===== src/hw/sec_pkg.sv =====
package sec_pkg;
  // opcodes
  localparam logic [7:0] OP_TMS_RISE = 8'h4a;
  localparam logic [7:0] OP_TMS_FALL = 8'h4b;
  localparam logic [7:0] OP_TMSR_RR  = 8'h6a;
  localparam logic [7:0] OP_TMSR_FR  = 8'h6b;
  localparam logic [7:0] OP_TMSR_RF  = 8'h6e;
  localparam logic [7:0] OP_TMSR_FF  = 8'h6f;
  localparam logic [7:0] OP_SET_LOW  = 8'h80;
  localparam logic [7:0] OP_GET_LOW  = 8'h81;
  localparam logic [7:0] OP_SET_HIGH = 8'h82;
  localparam logic [7:0] OP_GET_HIGH = 8'h83;
  localparam logic [7:0] OP_LOOP_ON  = 8'h84;
  localparam logic [7:0] OP_LOOP_OFF = 8'h85;
  localparam logic [7:0] OP_SET_DIV  = 8'h86;
  localparam logic [7:0] OP_FLUSH    = 8'h87;
  localparam logic [7:0] OP_WAIT_HI  = 8'h88;
  localparam logic [7:0] OP_WAIT_LO  = 8'h89;
  localparam logic [7:0] OP_BUS_RS   = 8'h90;
  localparam logic [7:0] OP_BUS_RE   = 8'h91;
  localparam logic [7:0] OP_BUS_WS   = 8'h92;
  localparam logic [7:0] OP_BUS_WE   = 8'h93;
  // opcode bit meanings
  localparam int OPB_CHG_FALL = 0;
  localparam int OPB_EXT      = 0;
  localparam int OPB_WRITE    = 1;
  localparam int OPB_SMP_FALL = 2;
  localparam int OPB_READ     = 5;
  // low group pin positions
  localparam int PIN_CLK  = 0;
  localparam int PIN_DOUT = 1;
  localparam int PIN_DIN  = 2;
  localparam int PIN_TMS  = 3;
  localparam int PIN_WAIT = 5;
  // reset values and timing
  localparam logic [7:0]  PINS_RST = 8'h00;
  localparam logic [15:0] DIV_RST  = 16'h0000;
  localparam logic [2:0]  PRE_LAST = 3'h4; // divide-by-5 front stage
  localparam int CLK_PERIOD_NS = 8;
  localparam int BUS_STEP_NS   = 40;
  localparam logic [3:0] BUS_STEP_LAST =
    4'((BUS_STEP_NS + CLK_PERIOD_NS - 1) / CLK_PERIOD_NS - 1);

  typedef enum logic [2:0] {
    ST_OPCODE = 3'b000,
    ST_ARGS   = 3'b001,
    ST_EXEC   = 3'b010,
    ST_SHIFT  = 3'b011,
    ST_BUS    = 3'b100,
    ST_WAIT   = 3'b101,
    ST_REPLY  = 3'b110
  } sec_state_t;

  typedef struct packed {
    logic [7:0] value;
    logic [7:0] dir;
  } sec_pins_t;

  typedef struct packed {
    logic cs_n;
    logic ale;
    logic wr_n;
    logic rd_n;
  } sec_strobe_t;

  localparam sec_strobe_t STROBE_IDLE = 4'hb;
endpackage


===== src/hw/sec_engine.sv =====
`timescale 1ns/10ps
module sec_engine
  import sec_pkg::*;
(
  input  wire logic       clock,
  input  wire logic       nrst,
  input  wire logic       controller_enable,
  input  wire logic       div5_enable,
  input  wire logic       cpu_mode,
  input  wire logic [7:0] cmd_data,
  input  wire logic       cmd_valid,
  output logic            cmd_ready,
  output logic [7:0]      rsp_data,
  output logic            rsp_valid,
  input  wire logic       rsp_ready,
  output logic            rsp_flush,
  input  wire logic [7:0] low_pin_group_in,
  output logic [7:0]      low_pin_group_out,
  output logic [7:0]      low_pin_group_oe_n,
  input  wire logic [7:0] high_pin_group_in,
  output logic [7:0]      high_pin_group_out,
  output logic [7:0]      high_pin_group_oe_n,
  input  wire logic [7:0] cpu_ad_in,
  output logic [7:0]      cpu_ad_out,
  output logic [7:0]      cpu_ad_oe_n,
  output logic [7:0]      cpu_addr_high,
  output sec_strobe_t     cpu_strobe,
  input  wire logic [1:0] cpu_aux_in
);

  // operand count per opcode
  function automatic logic [1:0] arg_need(input logic [7:0] op);
    logic [1:0] n;
    n = 2'h0;
    if (op == OP_SET_LOW || op == OP_SET_HIGH || op == OP_SET_DIV ||
        op == OP_BUS_RE || op == OP_BUS_WS)
      n = 2'h2;
    else if (op == OP_TMS_RISE || op == OP_TMS_FALL ||
             op == OP_TMSR_RR || op == OP_TMSR_FR ||
             op == OP_TMSR_RF || op == OP_TMSR_FF)
      n = 2'h2;
    else if (op == OP_BUS_RS)
      n = 2'h1;
    else if (op == OP_BUS_WE)
      n = 2'h3;
    return n;
  endfunction

  sec_state_t  state, next_state;
  logic [7:0]  opcode, next_opcode;
  logic [7:0]  args [3];
  logic [7:0]  next_args [3];
  logic [1:0]  arg_cnt, next_arg_cnt;
  sec_pins_t   low, next_low;
  sec_pins_t   high, next_high;
  logic [15:0] div, next_div;
  logic        loop_en, next_loop_en;
  logic [2:0]  pre_cnt, next_pre_cnt;
  logic [15:0] half_cnt, next_half_cnt;
  logic        phase, next_phase;
  logic [3:0]  bit_cnt, next_bit_cnt;
  logic [7:0]  tms_shift, next_tms_shift;
  logic [7:0]  rd_shift, next_rd_shift;
  logic [7:0]  reply, next_reply;
  logic [1:0]  bus_step, next_bus_step;
  logic [3:0]  step_cnt, next_step_cnt;
  sec_strobe_t strobe, next_strobe;
  logic [7:0]  ad_out, next_ad_out;
  logic        ad_drive, next_ad_drive;
  logic [7:0]  addr_hi, next_addr_hi;
  logic        flush, next_flush;
  // reply buffer
  logic [7:0]  buf_mem [2];
  logic        wr_ptr, rd_ptr;
  logic [1:0]  buf_cnt, next_buf_cnt;
  logic        buf_in_ready, push, pop;
  // combinational helpers
  logic        tick, half_end, rising, din, wait_line;

  assign cmd_ready = controller_enable &&
                     (state == ST_OPCODE || state == ST_ARGS);
  assign din = loop_en ? low.value[PIN_DOUT]
                       : low_pin_group_in[PIN_DIN];
  assign wait_line = cpu_mode ? cpu_aux_in[0]
                              : low_pin_group_in[PIN_WAIT];
  assign tick = !div5_enable || pre_cnt == PRE_LAST;
  assign half_end = tick && half_cnt == div;
  assign rising = !low.value[PIN_CLK];

  // command sequencer next values
  always_comb begin
    next_state     = state;
    next_opcode    = opcode;
    next_args      = args;
    next_arg_cnt   = arg_cnt;
    next_low       = low;
    next_high      = high;
    next_div       = div;
    next_loop_en   = loop_en;
    next_pre_cnt   = pre_cnt;
    next_half_cnt  = half_cnt;
    next_phase     = phase;
    next_bit_cnt   = bit_cnt;
    next_tms_shift = tms_shift;
    next_rd_shift  = rd_shift;
    next_reply     = reply;
    next_bus_step  = bus_step;
    next_step_cnt  = step_cnt;
    next_strobe    = strobe;
    next_ad_out    = ad_out;
    next_ad_drive  = ad_drive;
    next_addr_hi   = addr_hi;
    next_flush     = 1'b0;
    case (state)
      ST_OPCODE: begin
        if (cmd_valid && controller_enable) begin
          next_opcode  = cmd_data;
          next_arg_cnt = 2'h0;
          next_state   = arg_need(cmd_data) == 2'h0 ? ST_EXEC
                                                    : ST_ARGS;
        end
      end
      ST_ARGS: begin
        if (cmd_valid && controller_enable) begin
          next_args[arg_cnt] = cmd_data;
          next_arg_cnt = arg_cnt + 2'h1;
          if (arg_cnt + 2'h1 == arg_need(opcode))
            next_state = ST_EXEC;
        end
      end
      ST_EXEC: begin
        next_state = ST_OPCODE;
        if (opcode == OP_SET_LOW) begin
          next_low = {args[0], args[1]};
        end else if (opcode == OP_SET_HIGH) begin
          next_high = {args[0], args[1]};
        end else if (opcode == OP_GET_LOW) begin
          next_reply = low_pin_group_in;
          next_state = ST_REPLY;
        end else if (opcode == OP_GET_HIGH) begin
          next_reply = high_pin_group_in;
          next_state = ST_REPLY;
        end else if (opcode == OP_LOOP_ON) begin
          next_loop_en = 1'b1;
        end else if (opcode == OP_LOOP_OFF) begin
          next_loop_en = 1'b0;
        end else if (opcode == OP_SET_DIV) begin
          next_div = {args[1], args[0]};
        end else if (opcode == OP_FLUSH) begin
          next_flush = 1'b1;
        end else if (opcode == OP_WAIT_HI || opcode == OP_WAIT_LO) begin
          next_state = ST_WAIT;
        end else if (arg_need(opcode) == 2'h2 &&
                     opcode[3:0] inside {4'ha, 4'hb, 4'he, 4'hf}) begin
          // data bit 7 and first tms bit go out before any clock
          next_low.value[PIN_DOUT] = args[1][7];
          next_low.value[PIN_TMS]  = args[1][0];
          next_tms_shift = {1'b0, args[1][7:1]};
          next_rd_shift  = 8'h00;
          next_bit_cnt   = 4'h0;
          next_phase     = 1'b0;
          next_pre_cnt   = 3'h0;
          next_half_cnt  = 16'h0000;
          next_state     = ST_SHIFT;
        end else if (opcode[7:2] == OP_BUS_RS[7:2]) begin
          // address phase: cs low, ale high, low address on bus
          next_addr_hi  = opcode[OPB_EXT] ? args[0] : 8'h00;
          next_ad_out   = opcode[OPB_EXT] ? args[1] : args[0];
          next_ad_drive = 1'b1;
          next_strobe   = '{cs_n: 1'b0, ale: 1'b1,
                            wr_n: 1'b1, rd_n: 1'b1};
          next_bus_step = 2'h0;
          next_step_cnt = 4'h0;
          next_state    = ST_BUS;
        end
      end
      ST_SHIFT: begin
        next_pre_cnt  = (!div5_enable || tick) ? 3'h0
                                               : pre_cnt + 3'h1;
        next_half_cnt = half_end ? 16'h0000
                      : tick ? half_cnt + 16'h0001 : half_cnt;
        if (half_end) begin
          // toggle: two equal halves per bit
          next_low.value[PIN_CLK] = rising;
          next_phase = !phase;
          if (opcode[OPB_READ] && rising != opcode[OPB_SMP_FALL])
            next_rd_shift = {din, rd_shift[7:1]};
          if (rising != opcode[OPB_CHG_FALL] &&
              bit_cnt < {1'b0, args[0][2:0]}) begin
            next_low.value[PIN_TMS] = tms_shift[0];
            next_tms_shift = {1'b0, tms_shift[7:1]};
          end
          if (phase) begin
            next_bit_cnt = bit_cnt + 4'h1;
            if (bit_cnt == {1'b0, args[0][2:0]}) begin
              next_reply = next_rd_shift;
              next_state = opcode[OPB_READ] ? ST_REPLY
                                            : ST_OPCODE;
            end
          end
        end
      end
      ST_BUS: begin
        next_step_cnt = step_cnt + 4'h1;
        if (step_cnt == BUS_STEP_LAST) begin
          next_step_cnt = 4'h0;
          next_bus_step = bus_step + 2'h1;
          case (bus_step)
            2'h0: begin
              next_strobe.ale = 1'b0;
            end
            2'h1: begin
              if (opcode[OPB_WRITE]) begin
                next_ad_out = opcode[OPB_EXT] ? args[2]
                                              : args[1];
                next_strobe.wr_n = 1'b0;
              end else begin
                next_ad_drive = 1'b0;
                next_strobe.rd_n = 1'b0;
              end
            end
            2'h2: begin
              if (!opcode[OPB_WRITE])
                next_reply = cpu_ad_in;
              next_strobe.wr_n = 1'b1;
              next_strobe.rd_n = 1'b1;
            end
            default: begin
              next_strobe   = STROBE_IDLE;
              next_ad_drive = 1'b0;
              next_state = opcode[OPB_WRITE] ? ST_OPCODE
                                             : ST_REPLY;
            end
          endcase
        end
      end
      ST_WAIT: begin
        if (wait_line == !opcode[0])
          next_state = ST_OPCODE;
      end
      ST_REPLY: begin
        if (buf_in_ready)
          next_state = ST_OPCODE;
      end
      default: begin
        next_state = ST_OPCODE;
      end
    endcase
    // disabling the controller exits any command, stalled or not, back to the opcode fetch state
    if (!controller_enable) begin
      next_state  = ST_OPCODE;
      next_strobe = STROBE_IDLE;
      next_ad_drive = 1'b0;
      next_low.value[PIN_CLK] = state == ST_SHIFT
        ? (phase ? rising : low.value[PIN_CLK]) : low.value[PIN_CLK];
    end
  end

  // command sequencer registers
  always_ff @(posedge clock or negedge nrst) begin
    if (!nrst) begin
      state     <= ST_OPCODE;
      opcode    <= 8'h00;
      args      <= '{8'h00, 8'h00, 8'h00};
      arg_cnt   <= 2'h0;
      low       <= {PINS_RST, PINS_RST};
      high      <= {PINS_RST, PINS_RST};
      div       <= DIV_RST;
      loop_en   <= 1'b0;
      pre_cnt   <= 3'h0;
      half_cnt  <= 16'h0000;
      phase     <= 1'b0;
      bit_cnt   <= 4'h0;
      tms_shift <= 8'h00;
      rd_shift  <= 8'h00;
      reply     <= 8'h00;
      bus_step  <= 2'h0;
      step_cnt  <= 4'h0;
      strobe    <= STROBE_IDLE;
      ad_out    <= 8'h00;
      ad_drive  <= 1'b0;
      addr_hi   <= 8'h00;
      flush     <= 1'b0;
    end else begin
      state     <= next_state;
      opcode    <= next_opcode;
      args      <= next_args;
      arg_cnt   <= next_arg_cnt;
      low       <= next_low;
      high      <= next_high;
      div       <= next_div;
      loop_en   <= next_loop_en;
      pre_cnt   <= next_pre_cnt;
      half_cnt  <= next_half_cnt;
      phase     <= next_phase;
      bit_cnt   <= next_bit_cnt;
      tms_shift <= next_tms_shift;
      rd_shift  <= next_rd_shift;
      reply     <= next_reply;
      bus_step  <= next_bus_step;
      step_cnt  <= next_step_cnt;
      strobe    <= next_strobe;
      ad_out    <= next_ad_out;
      ad_drive  <= next_ad_drive;
      addr_hi   <= next_addr_hi;
      flush     <= next_flush;
    end
  end

  // two-entry reply buffer, sequencer stalls in reply state when full
  assign buf_in_ready = buf_cnt != 2'h2;
  assign push = state == ST_REPLY && buf_in_ready;
  assign pop  = rsp_valid && rsp_ready;
  assign rsp_valid = buf_cnt != 2'h0;
  assign rsp_data  = buf_mem[rd_ptr];

  always_comb begin
    next_buf_cnt = buf_cnt + {1'b0, push} - {1'b0, pop};
  end

  always_ff @(posedge clock or negedge nrst) begin
    if (!nrst) begin
      buf_mem <= '{8'h00, 8'h00};
      wr_ptr  <= 1'b0;
      rd_ptr  <= 1'b0;
      buf_cnt <= 2'h0;
    end else begin
      if (push)
        buf_mem[wr_ptr] <= reply;
      wr_ptr  <= wr_ptr ^ push;
      rd_ptr  <= rd_ptr ^ pop;
      buf_cnt <= next_buf_cnt;
    end
  end

  // pin and bus outputs, all from registers
  assign low_pin_group_out   = low.value;
  assign low_pin_group_oe_n  = ~low.dir;
  assign high_pin_group_out  = high.value;
  assign high_pin_group_oe_n = ~high.dir;
  assign cpu_ad_out    = ad_out;
  assign cpu_ad_oe_n   = {8{!ad_drive}};
  assign cpu_addr_high = addr_hi;
  assign cpu_strobe    = strobe;
  assign rsp_flush     = flush;

endmodule


===== config.mk =====
export PLATFORM = sky130hd
export DESIGN_NAME = sec_engine
export DESIGN_NICKNAME = d
export VERILOG_FILES = /design/src/hw/sec_pkg.sv /design/src/hw/sec_engine.sv
export SDC_FILE = /design/constraint.sdc
export NUM_CORES = 1
export LEC_CHECK = 0
export BUFFER_PORTS_ARGS = -buffer_cell sky130_fd_sc_hd__buf_4
export CAP_MARGIN = 20
export CORE_MARGIN = 5
export CORE_UTILIZATION = 45
export CTS_CLUSTER_SIZE = 28
export DETAILED_ROUTE_END_ITERATION = 10
export GPL_TIMING_DRIVEN = 0
export PLACE_DENSITY = 0.64
export SYNTH_ARGS = -nofsm -noshare
export SYNTH_HDL_FRONTEND = slang
export SYNTH_SLANG_ARGS = --single-unit

===== constraint.sdc =====
create_clock -name clock -period 2.3 [get_ports clock]
set_input_delay 0.46 -clock clock [delete_from_list [all_inputs] [get_ports clock]]
set_output_delay 0.46 -clock clock [all_outputs]
set_load 0.005 [all_outputs]

==> Implementation_results.wiki, run 1 <==
{| class="wikitable"
! Metric !! Value
|-
| Status || finished clean
|-
| Critical path peak fanout || 4
|-
| Largest delay contributor family on the critical path || simple AND/OR/NAND/NOR gates
|-
| Number of diodes added for antenna fixing || 0
|-
| Signed area change from the synthesized netlist to the final layout || 25.3%
|-
| Height of the die || 154 um
|-
| Initial drt markers || 422
|-
| Synth top area share || 47.7%
|-
| Unrepaired setup endpoints after global routing || yes
|-
| Sequential Power Share || slightly above 40%
|-
| Number of buffers added on ports || ~110
|-
| Number of antenna violations at the first check in global routing || 0
|-
| Largest net degree at the start of global routing || 111
|-
| Std-Cell Rows || 52
|-
| Final setup violation count || 0
|-
| Aggregate global-route resource usage || around a fifth
|-
| Met3 track demand over resource || roughly 3.3%
|-
| Xor-xnor portion of the synthesized cell area || 3.38%
|-
| Fin crit share || roughly 100%
|-
| Number of cells produced by synthesis || 891
|-
| Max-cap violations || 0
|-
| Adder and majority gate portion of the synthesized area || 2.68%
|-
| Switching part of the total power || 36.6%
|-
| Start-to-end type of the worst setup path || flip-flop to flip-flop
|-
| Via count of the first global-routing pass || 7103
|-
| Netlist cell types || 67
|-
| Final-report max-slew violation count || 0
|-
| Clock transition at the registers of the reported paths || 0.08 ns
|-
| First-pass iteration count of the detailed router || 5
|-
| Nets@finish || 1099
|-
| Combinational group share of total power || around a third
|-
| Clock network latency to the later pin of the worst-skew pair || 0.44 ns
|-
| Static leakage || 5.56 nW
|-
| Mean instance size in the synthesized netlist || between 10 and 15 um2
|-
| Cell Area, Synth || 9340 um2
|-
| Cell taking the most area after synthesis || sky130_fd_sc_hd__dfrtp_1
|-
| Data arrival time of the critical path || 2.67 ns
|-
| Slowest cell on the critical path || sky130_fd_sc_hd__or4b_4
|-
| EDFF count, synth || 0
|-
| Total count of hold-check failures in the final report || 0
|-
| Clock network fraction of total power || 26.6%
|-
| Max rail drop VDD || 581 uV
|-
| Post-route total power || roughly 0.011 W
|-
| Max incr delay on CP || 0.56 ns
|-
| Share of synthesized cell area in and, or, nand and nor gates || 15.0%
|-
| Class of the tightest hold or removal check || input port to async pin
|-
| Fin crit period || 2.29 ns
|-
| Clock Root Buffer || sky130_fd_sc_hd__clkbuf_16
|-
| Largest clock skew in the final design || 0.00914 ns
|-
| Critical Path Source Type || flip-flop
|-
| GRT met1 Usage || 29.0%
|-
| Initial Utilization || 45.9%
|-
| Critical Path, Cell by Cell || or4b_4 > or4_4 > buf_12 > a21boi_4 > buf_6 > a21boi_2 > a31oi_1 > nand2b_1
|-
| Worst Setup Slack post-DPL || -0.407 ns
|-
| Maximum buffer depth of the clock tree || 2
|-
| Fmax || 437 MHz
|-
| Share of synthesized area occupied by flip-flops and latches || 48.5%
|-
| Syn nets || 952
|-
| Die Width || 154 um
|-
| Top flip-flop cell by instance count after synthesis || sky130_fd_sc_hd__dfrtp_1
|-
| Cell area after placement || 10500 um2
|-
| Clock H-tree levels || 4
|-
| Warnings, synthesis || 0
|-
| Critical path buffer and inverter count || 2
|-
| Layout cells sized above 1 || 38.1%
|-
| Sort of element at the end of the critical path || flip-flop
|-
| Via-to-Cell Ratio || 5.41
|-
| I/O pin cnt || between 100 and 150
|-
| Final Instance Area || between 10000 and 15000 um2
|-
| TritonCTS Sinks || around 180
|-
| Half-perimeter wire length of the detailed placement result || 16900 um
|-
| Die Footprint || 23700 um2
|-
| Remaining Overflow, GRT || 0
|-
| Switching power || 0.00409 W
|-
| Dominant combinational cell family by area after synthesis || multiplexers
|-
| Max-slew headroom at the worst pin || 44.6%
|-
| GP Congestion || 0.842
|-
| Global-route wire length before repair || 38800 um
|-
| Total of flip-flops plus latches after synthesis || 181
|-
| Areal power density over the cells || around 960 nW/um2
|-
| Total internal power || 0.00708 W
|-
| WL/cell || 18.2 um
|-
| Core area || a little over 20000 um2
|-
| Worst Max-Slew Pin Slew || 0.831 ns
|-
| DR vias || roughly 7000
|-
| Fraction of registers with async set or reset after synthesis || between 90% and 100%
|-
| Total CTS buffers || 17
|-
| Portion of netlist area occupied by mux cells || 15.8%
|-
| Crit path setup slack, layout || 0.0101 ns
|-
| Complex-gate fraction of the synthesized area || a little under a tenth
|-
| Wire length reported by the detailed router || approximately 24000 um
|-
| Top cells by area in the synthesized netlist || sky130_fd_sc_hd__dfrtp_1 48%, sky130_fd_sc_hd__mux2_2 13%, sky130_fd_sc_hd__nand2_1 5.5%
|-
| Post-route ant nets || 0
|-
| Final routed DRC violation total || 0
|-
| Global-route track usage on met2 || 32.1%
|-
| Routing layer with the top usage in global route || met2
|-
| Critical Path RT || 2.68 ns
|-
| CTS tree || done
|-
| CTS hold repair buffers || 0
|}
[cell usage after synthesis (4+ instances only)]
cell,instances
sky130_fd_sc_hd__nand2b_1,7
sky130_fd_sc_hd__buf_4,23
sky130_fd_sc_hd__nor3b_1,4
sky130_fd_sc_hd__a31oi_1,5
sky130_fd_sc_hd__buf_1,4
sky130_fd_sc_hd__and3_1,5
sky130_fd_sc_hd__inv_1,39
sky130_fd_sc_hd__nand2_1,137
sky130_fd_sc_hd__nand3_1,31
sky130_fd_sc_hd__o21ai_0,56
sky130_fd_sc_hd__mux2_2,111
sky130_fd_sc_hd__nand4_1,11
sky130_fd_sc_hd__or3_1,6
sky130_fd_sc_hd__o221ai_1,8
sky130_fd_sc_hd__xor2_1,8
sky130_fd_sc_hd__dfrtp_1,178
sky130_fd_sc_hd__o21ai_1,7
sky130_fd_sc_hd__nor2b_1,6
sky130_fd_sc_hd__xnor2_1,28
sky130_fd_sc_hd__and2_1,6
sky130_fd_sc_hd__ha_1,20
sky130_fd_sc_hd__a21o_1,5
sky130_fd_sc_hd__a22o_1,11
sky130_fd_sc_hd__nor2_1,31
sky130_fd_sc_hd__nor3_1,13
sky130_fd_sc_hd__buf_2,6
sky130_fd_sc_hd__clkbuf_1,27
sky130_fd_sc_hd__a21oi_1,13
sky130_fd_sc_hd__mux2i_1,23
[per-stage QoR]
step	TNS [ns]	utilization, %	std cells	hold WS [ns]
2_1_floorplan	0	-	891	0.164
3_3_place_gp	-89.87	51.5	1270	0.465
3_5_place_dp	-18.18	51.7	1271	0.466
4_1_cts	-0.474	55.2	1303	0.118
5_1_grt	-0.560	57.4	1321	0.165
6_report	0	57.4	1321	0.0894
[final timing paths]
check / startpoint / end / slack, ns / cells after the start
hold reg to reg: cpu_addr_high[4] / cpu_addr_high[4] / 0.48 / 2
hold / removal: nrst / half_cnt[6] / 0.09 / 1
max in group asynchronous: nrst / args[17] / 1.35 / 2
min in group clock: cmd_data[1] / opcode[1] / 0.29 / 3
setup reg to reg: opcode[2] / cpu_strobe[1] / 0.01 / 8
setup / recovery: opcode[2] / cpu_strobe[1] / 0.01 / 8
[cell type report]
cell class | count | area, um2
buffer | 57 | 385
clock buffer | 17 | 425
clock inverter | 15 | 181
fill | 1787 | 8670
inverter | 39 | 150
multi-input combinational | 608 | 4600
sequential | 181 | 4550
tap | 270 | 338
timing repair buffer | 134 | 1070
[cell families (layout without fill, tap and decap cells)]
group	count (synthesis)	after routing
multiplexers	134	134
buffers and inverters	102	262
AND/OR/NAND/NOR	285	285
XOR/XNOR	36	36
AO/OA/AOI/OAI	133	133
adder cells (fa/ha/maj)	20	20
flip-flops	181	181
[registers in the layout, indices dropped and copies added (netlist names), 16 cells and up]
signal,count
half_cnt,16
div,16
buf_mem,16
args,24
[layout by cell type, fill, tap and decap left out, drive strengths merged, types with 3 or more instances in the layout]
cell,n
a21boi,5
a21o,5
a21oi,14
a22o,11
a311oi,3
a31oi,5
and2,6
and3,5
buf,170
clkbuf,38
clkinv,6
dfrtp,178
dfstp,3
ha,20
inv,46
mux2,111
mux2i,23
nand2,139
nand2b,7
nand3,32
nand4,11
nand4b,3
nor2,31
nor2b,6
nor3,15
nor3b,4
nor4,4
o21a,3
o21ai,65
o221ai,8
o31ai,3
or3,7
xnor2,28
xor2,8
[power groups by stage]
stage,Sequential (W),Combinational [W],Clock (W)
6_report,0.00461,0.00360,0.00297
5_1_grt,0.00470,0.00396,0.00317
4_1_cts,0.00456,0.00327,0.00304
3_5_place_dp,0.00461,0.00314,0
3_3_place_gp,0.00459,0.00309,0
2_1_floorplan,0.00430,0.00216,0
[per-layer routing]
layer,vias up,wire [um]
met3,24,948
met1,3559,11300
met4,0,452
met2,167,11300
met5,-,0
li1,3395,-
[what timing repair did]
action,in CTS,in global routing
gates cloned,0,1
pin swaps,4,25
endpoints found under the setup margin,111,130
gates resized for setup,31,88
buffers inserted,3,20
Note: power is estimated with default switching activity, not from simulation.
==> run 2: changes to the inputs <==
==> constraint.sdc (replaced) <==
create_clock -name clock -period 2.3 [get_ports clock]
set_input_delay 0.23 -clock clock [delete_from_list [all_inputs] [get_ports clock]]
set_output_delay 0.23 -clock clock [all_outputs]
set_load 0.005 [all_outputs]
==> run 2 against run 1 <==
- cell area about the same
- global-route usage unchanged
- register-to-register slack about the same
- setup slack gained 0.0049 ns
- sequential cell count is the same
- die area unchanged
- sequential share of layout area barely moved
- highest routed layer unchanged
==> Implementation_results.wiki, run 2 (same netlist as run 1, synthesis figures left out) <==
{| class="wikitable"
! Metric !! Value
|-
| Status || finished clean
|-
| Max incr delay on CP || 0.56 ns (about the same)
|-
| Clock transition at the registers of the reported paths || 0.07 ns (about the same)
|-
| Post-route ant nets || 0 (unchanged)
|-
| Initial Utilization || 45.9% (unchanged)
|-
| Fin crit share || 99.3% (-0.21 points)
|-
| Wire length reported by the detailed router || 24100 um (+0.15%)
|-
| Start-to-end type of the worst setup path || flip-flop to flip-flop
|-
| Data arrival time of the critical path || 2.67 ns (about the same)
|-
| Max-slew headroom at the worst pin || 44.6% (+0.076 points)
|-
| Half-perimeter wire length of the detailed placement result || 16900 um (unchanged)
|-
| CTS tree || done
|-
| Areal power density over the cells || 955 nW/um2 (about the same)
|-
| Clock network latency to the later pin of the worst-skew pair || 0.44 ns (about the same)
|-
| Std-Cell Rows || 52 (unchanged)
|-
| Via count of the first global-routing pass || 7103 (unchanged)
|-
| Critical Path, Cell by Cell || or4b_4 > or4_4 > buf_12 > a21boi_4 > buf_6 > a21boi_2 > a31oi_1 > nand2b_1
|-
| Cell area after placement || 10500 um2 (unchanged)
|-
| Flip-flop count of the largest register, all copies and words added || 24 (unchanged)
|-
| Initial drt markers || 399 (-5.5%)
|-
| Final-report max-slew violation count || 0 (unchanged)
|-
| Largest delay contributor family on the critical path || simple AND/OR/NAND/NOR gates
|-
| Fmax || 438 MHz (+0.21%)
|-
| Critical Path RT || 2.68 ns (about the same)
|-
| Routing layer with the top usage in global route || met2
|-
| Critical Path Source Type || flip-flop
|-
| Remaining Overflow, GRT || 0 (unchanged)
|-
| Signed area change from the synthesized netlist to the final layout || 25.4% (about the same)
|-
| Number of antenna violations at the first check in global routing || 0 (unchanged)
|-
| Total Negative Setup Slacks || 0 ns (unchanged)
|-
| Die Footprint || 23700 um2 (unchanged)
|-
| Core area || 20400 um2 (unchanged)
|-
| Height of the die || 154 um (unchanged)
|-
| Register ranked first by flip-flop count || args
|-
| Nets@finish || 1100 (+0.091%)
|-
| Unrepaired setup endpoints after global routing || yes
|-
| Slowest cell on the critical path || sky130_fd_sc_hd__or4b_4
|-
| Critical path peak fanout || 4 (unchanged)
|-
| Sort of element at the end of the critical path || flip-flop
|-
| Total count of hold-check failures in the final report || 0 (unchanged)
|-
| Max-cap violations || 0 (unchanged)
|-
| Number of diodes added for antenna fixing || 0 (unchanged)
|-
| GRT met1 Usage || 29.1% (about the same)
|-
| Total CTS buffers || 17 (unchanged)
|-
| TritonCTS Sinks || 181 (unchanged)
|-
| Final Instance Area || 11700 um2 (about the same)
|-
| First-pass iteration count of the detailed router || 5 (unchanged)
|-
| Class of the tightest hold or removal check || input port to flip-flop
|-
| Global-route track usage on met2 || 32.1% (unchanged)
|-
| Post-route total power || 0.0112 W (about the same)
|-
| Most common cell after layout, fill and taps aside || sky130_fd_sc_hd__dfrtp_1
|-
| Die Width || 154 um (unchanged)
|-
| GP Congestion || 0.842 (unchanged)
|-
| WL/cell || 18.2 um (about the same)
|-
| Maximum buffer depth of the clock tree || 2 (unchanged)
|-
| Critical path buffer and inverter count || 2 (unchanged)
|-
| Most frequent cells in the layout || 168 x sky130_fd_sc_hd__dfrtp_1, 154 x sky130_fd_sc_hd__buf_4, 124 x sky130_fd_sc_hd__nand2_1, 104 x sky130_fd_sc_hd__mux2_2, 53 x sky130_fd_sc_hd__o21ai_0
|-
| DR vias || 7154 (+0.13%)
|-
| Clock H-tree levels || 4 (unchanged)
|-
| Worst Max-Slew Pin Slew || 0.830 ns (-0.00114 ns)
|-
| Via-to-Cell Ratio || 5.41 (about the same)
|-
| Aggregate global-route resource usage || 20.3% (unchanged)
|-
| Fin crit period || 2.29 ns (-0.00491 ns)
|-
| Number of buffers added on ports || 109 (unchanged)
|-
| I/O pin cnt || 112 (unchanged)
|-
| Global-route wire length before repair || 38800 um (unchanged)
|-
| Met3 track demand over resource || 3.29% (-0.028 points)
|-
| Layout cells sized above 1 || 38.0% (about the same)
|-
| Static leakage || 5.56 nW (about the same)
|-
| Clock Root Buffer || sky130_fd_sc_hd__clkbuf_16
|-
| Largest clock skew in the final design || 0.0116 ns (+0.00248 ns)
|-
| Final setup violation count || 0 (unchanged)
|-
| Max rail drop VDD || 585 uV (+0.60%)
|-
| Largest net degree at the start of global routing || 111 (unchanged)
|-
| Final routed DRC violation total || 0 (unchanged)
|}
## run 2: cell count changes in the layout (fill, tap and decap cells not counted), sizes merged
cell	delta
dlygate4sd3	+1
## run 2: report_power, final
group	total [W]	switching [W]	internal, W
Combinational	0.00360	0.00191	0.00169
Sequential	0.00460	0.000776	0.00383
Clock	0.00298	0.00141	0.00156
## run 2: tightest hold or removal path, stage by stage
cell and delay [ns]:
sky130_fd_sc_hd__buf_4 0.11, sky130_fd_sc_hd__nand2_1 0.05, sky130_fd_sc_hd__o21ai_0 0.06
## run 2: timing repair
action	4_1_cts	5_1_grt
pin swaps	4	25
buffers inserted	3	20
cloned	0	1
resized for setup	31	88
endpoints found under the setup margin	111	129
hold buffers	1	0
hold endpoints to repair	106	0
## run 2: cell type report
class / instances / area, um2
fill: 1786 / 8660
multi-input combinational: 608 / 4600
sequential: 181 / 4550
timing repair buffer: 135 / 1080
clock buffer: 17 / 425
buffer: 57 / 385
tap: 270 / 338
clock inverter: 15 / 181
inverter: 39 / 150
## run 2: path summary, 6_finish.rpt
check	startpoint	endpoint	slack [ns]	cells after the start
worst max-delay path	opcode[2]	cpu_strobe[1]	0.01	8
worst min-delay path	cmd_data[1]	opcode[1]	0.06	3
worst max register to register	opcode[2]	cpu_strobe[1]	0.01	8
worst min register to register	cpu_addr_high[4]	cpu_addr_high[4]	0.48	2
max in group asynchronous	nrst	opcode[3]	0.97	3
min in group asynchronous	nrst	half_cnt[6]	0.45	2
## run 2: metal layers
metal / routed length [um] / vias up
met5: 0 / -
met4: 450 / 0
met3: 970 / 26
met2: 11300 / 175
met1: 11400 / 3557
li1: - / 3396
## run 2: stage by stage
step	instances	setup WS, ns	utilization, %	hold WS (ns)
after global placement	1270	-0.380	51.5	0.465
after detailed placement	1271	-0.407	51.7	0.366
after global routing	1322	-0.0783	57.5	0.0496
after floorplan	891	0.103	-	-0.0656
final	1322	0.0150	57.5	0.0573
after CTS	1304	-0.0640	55.3	0.0383
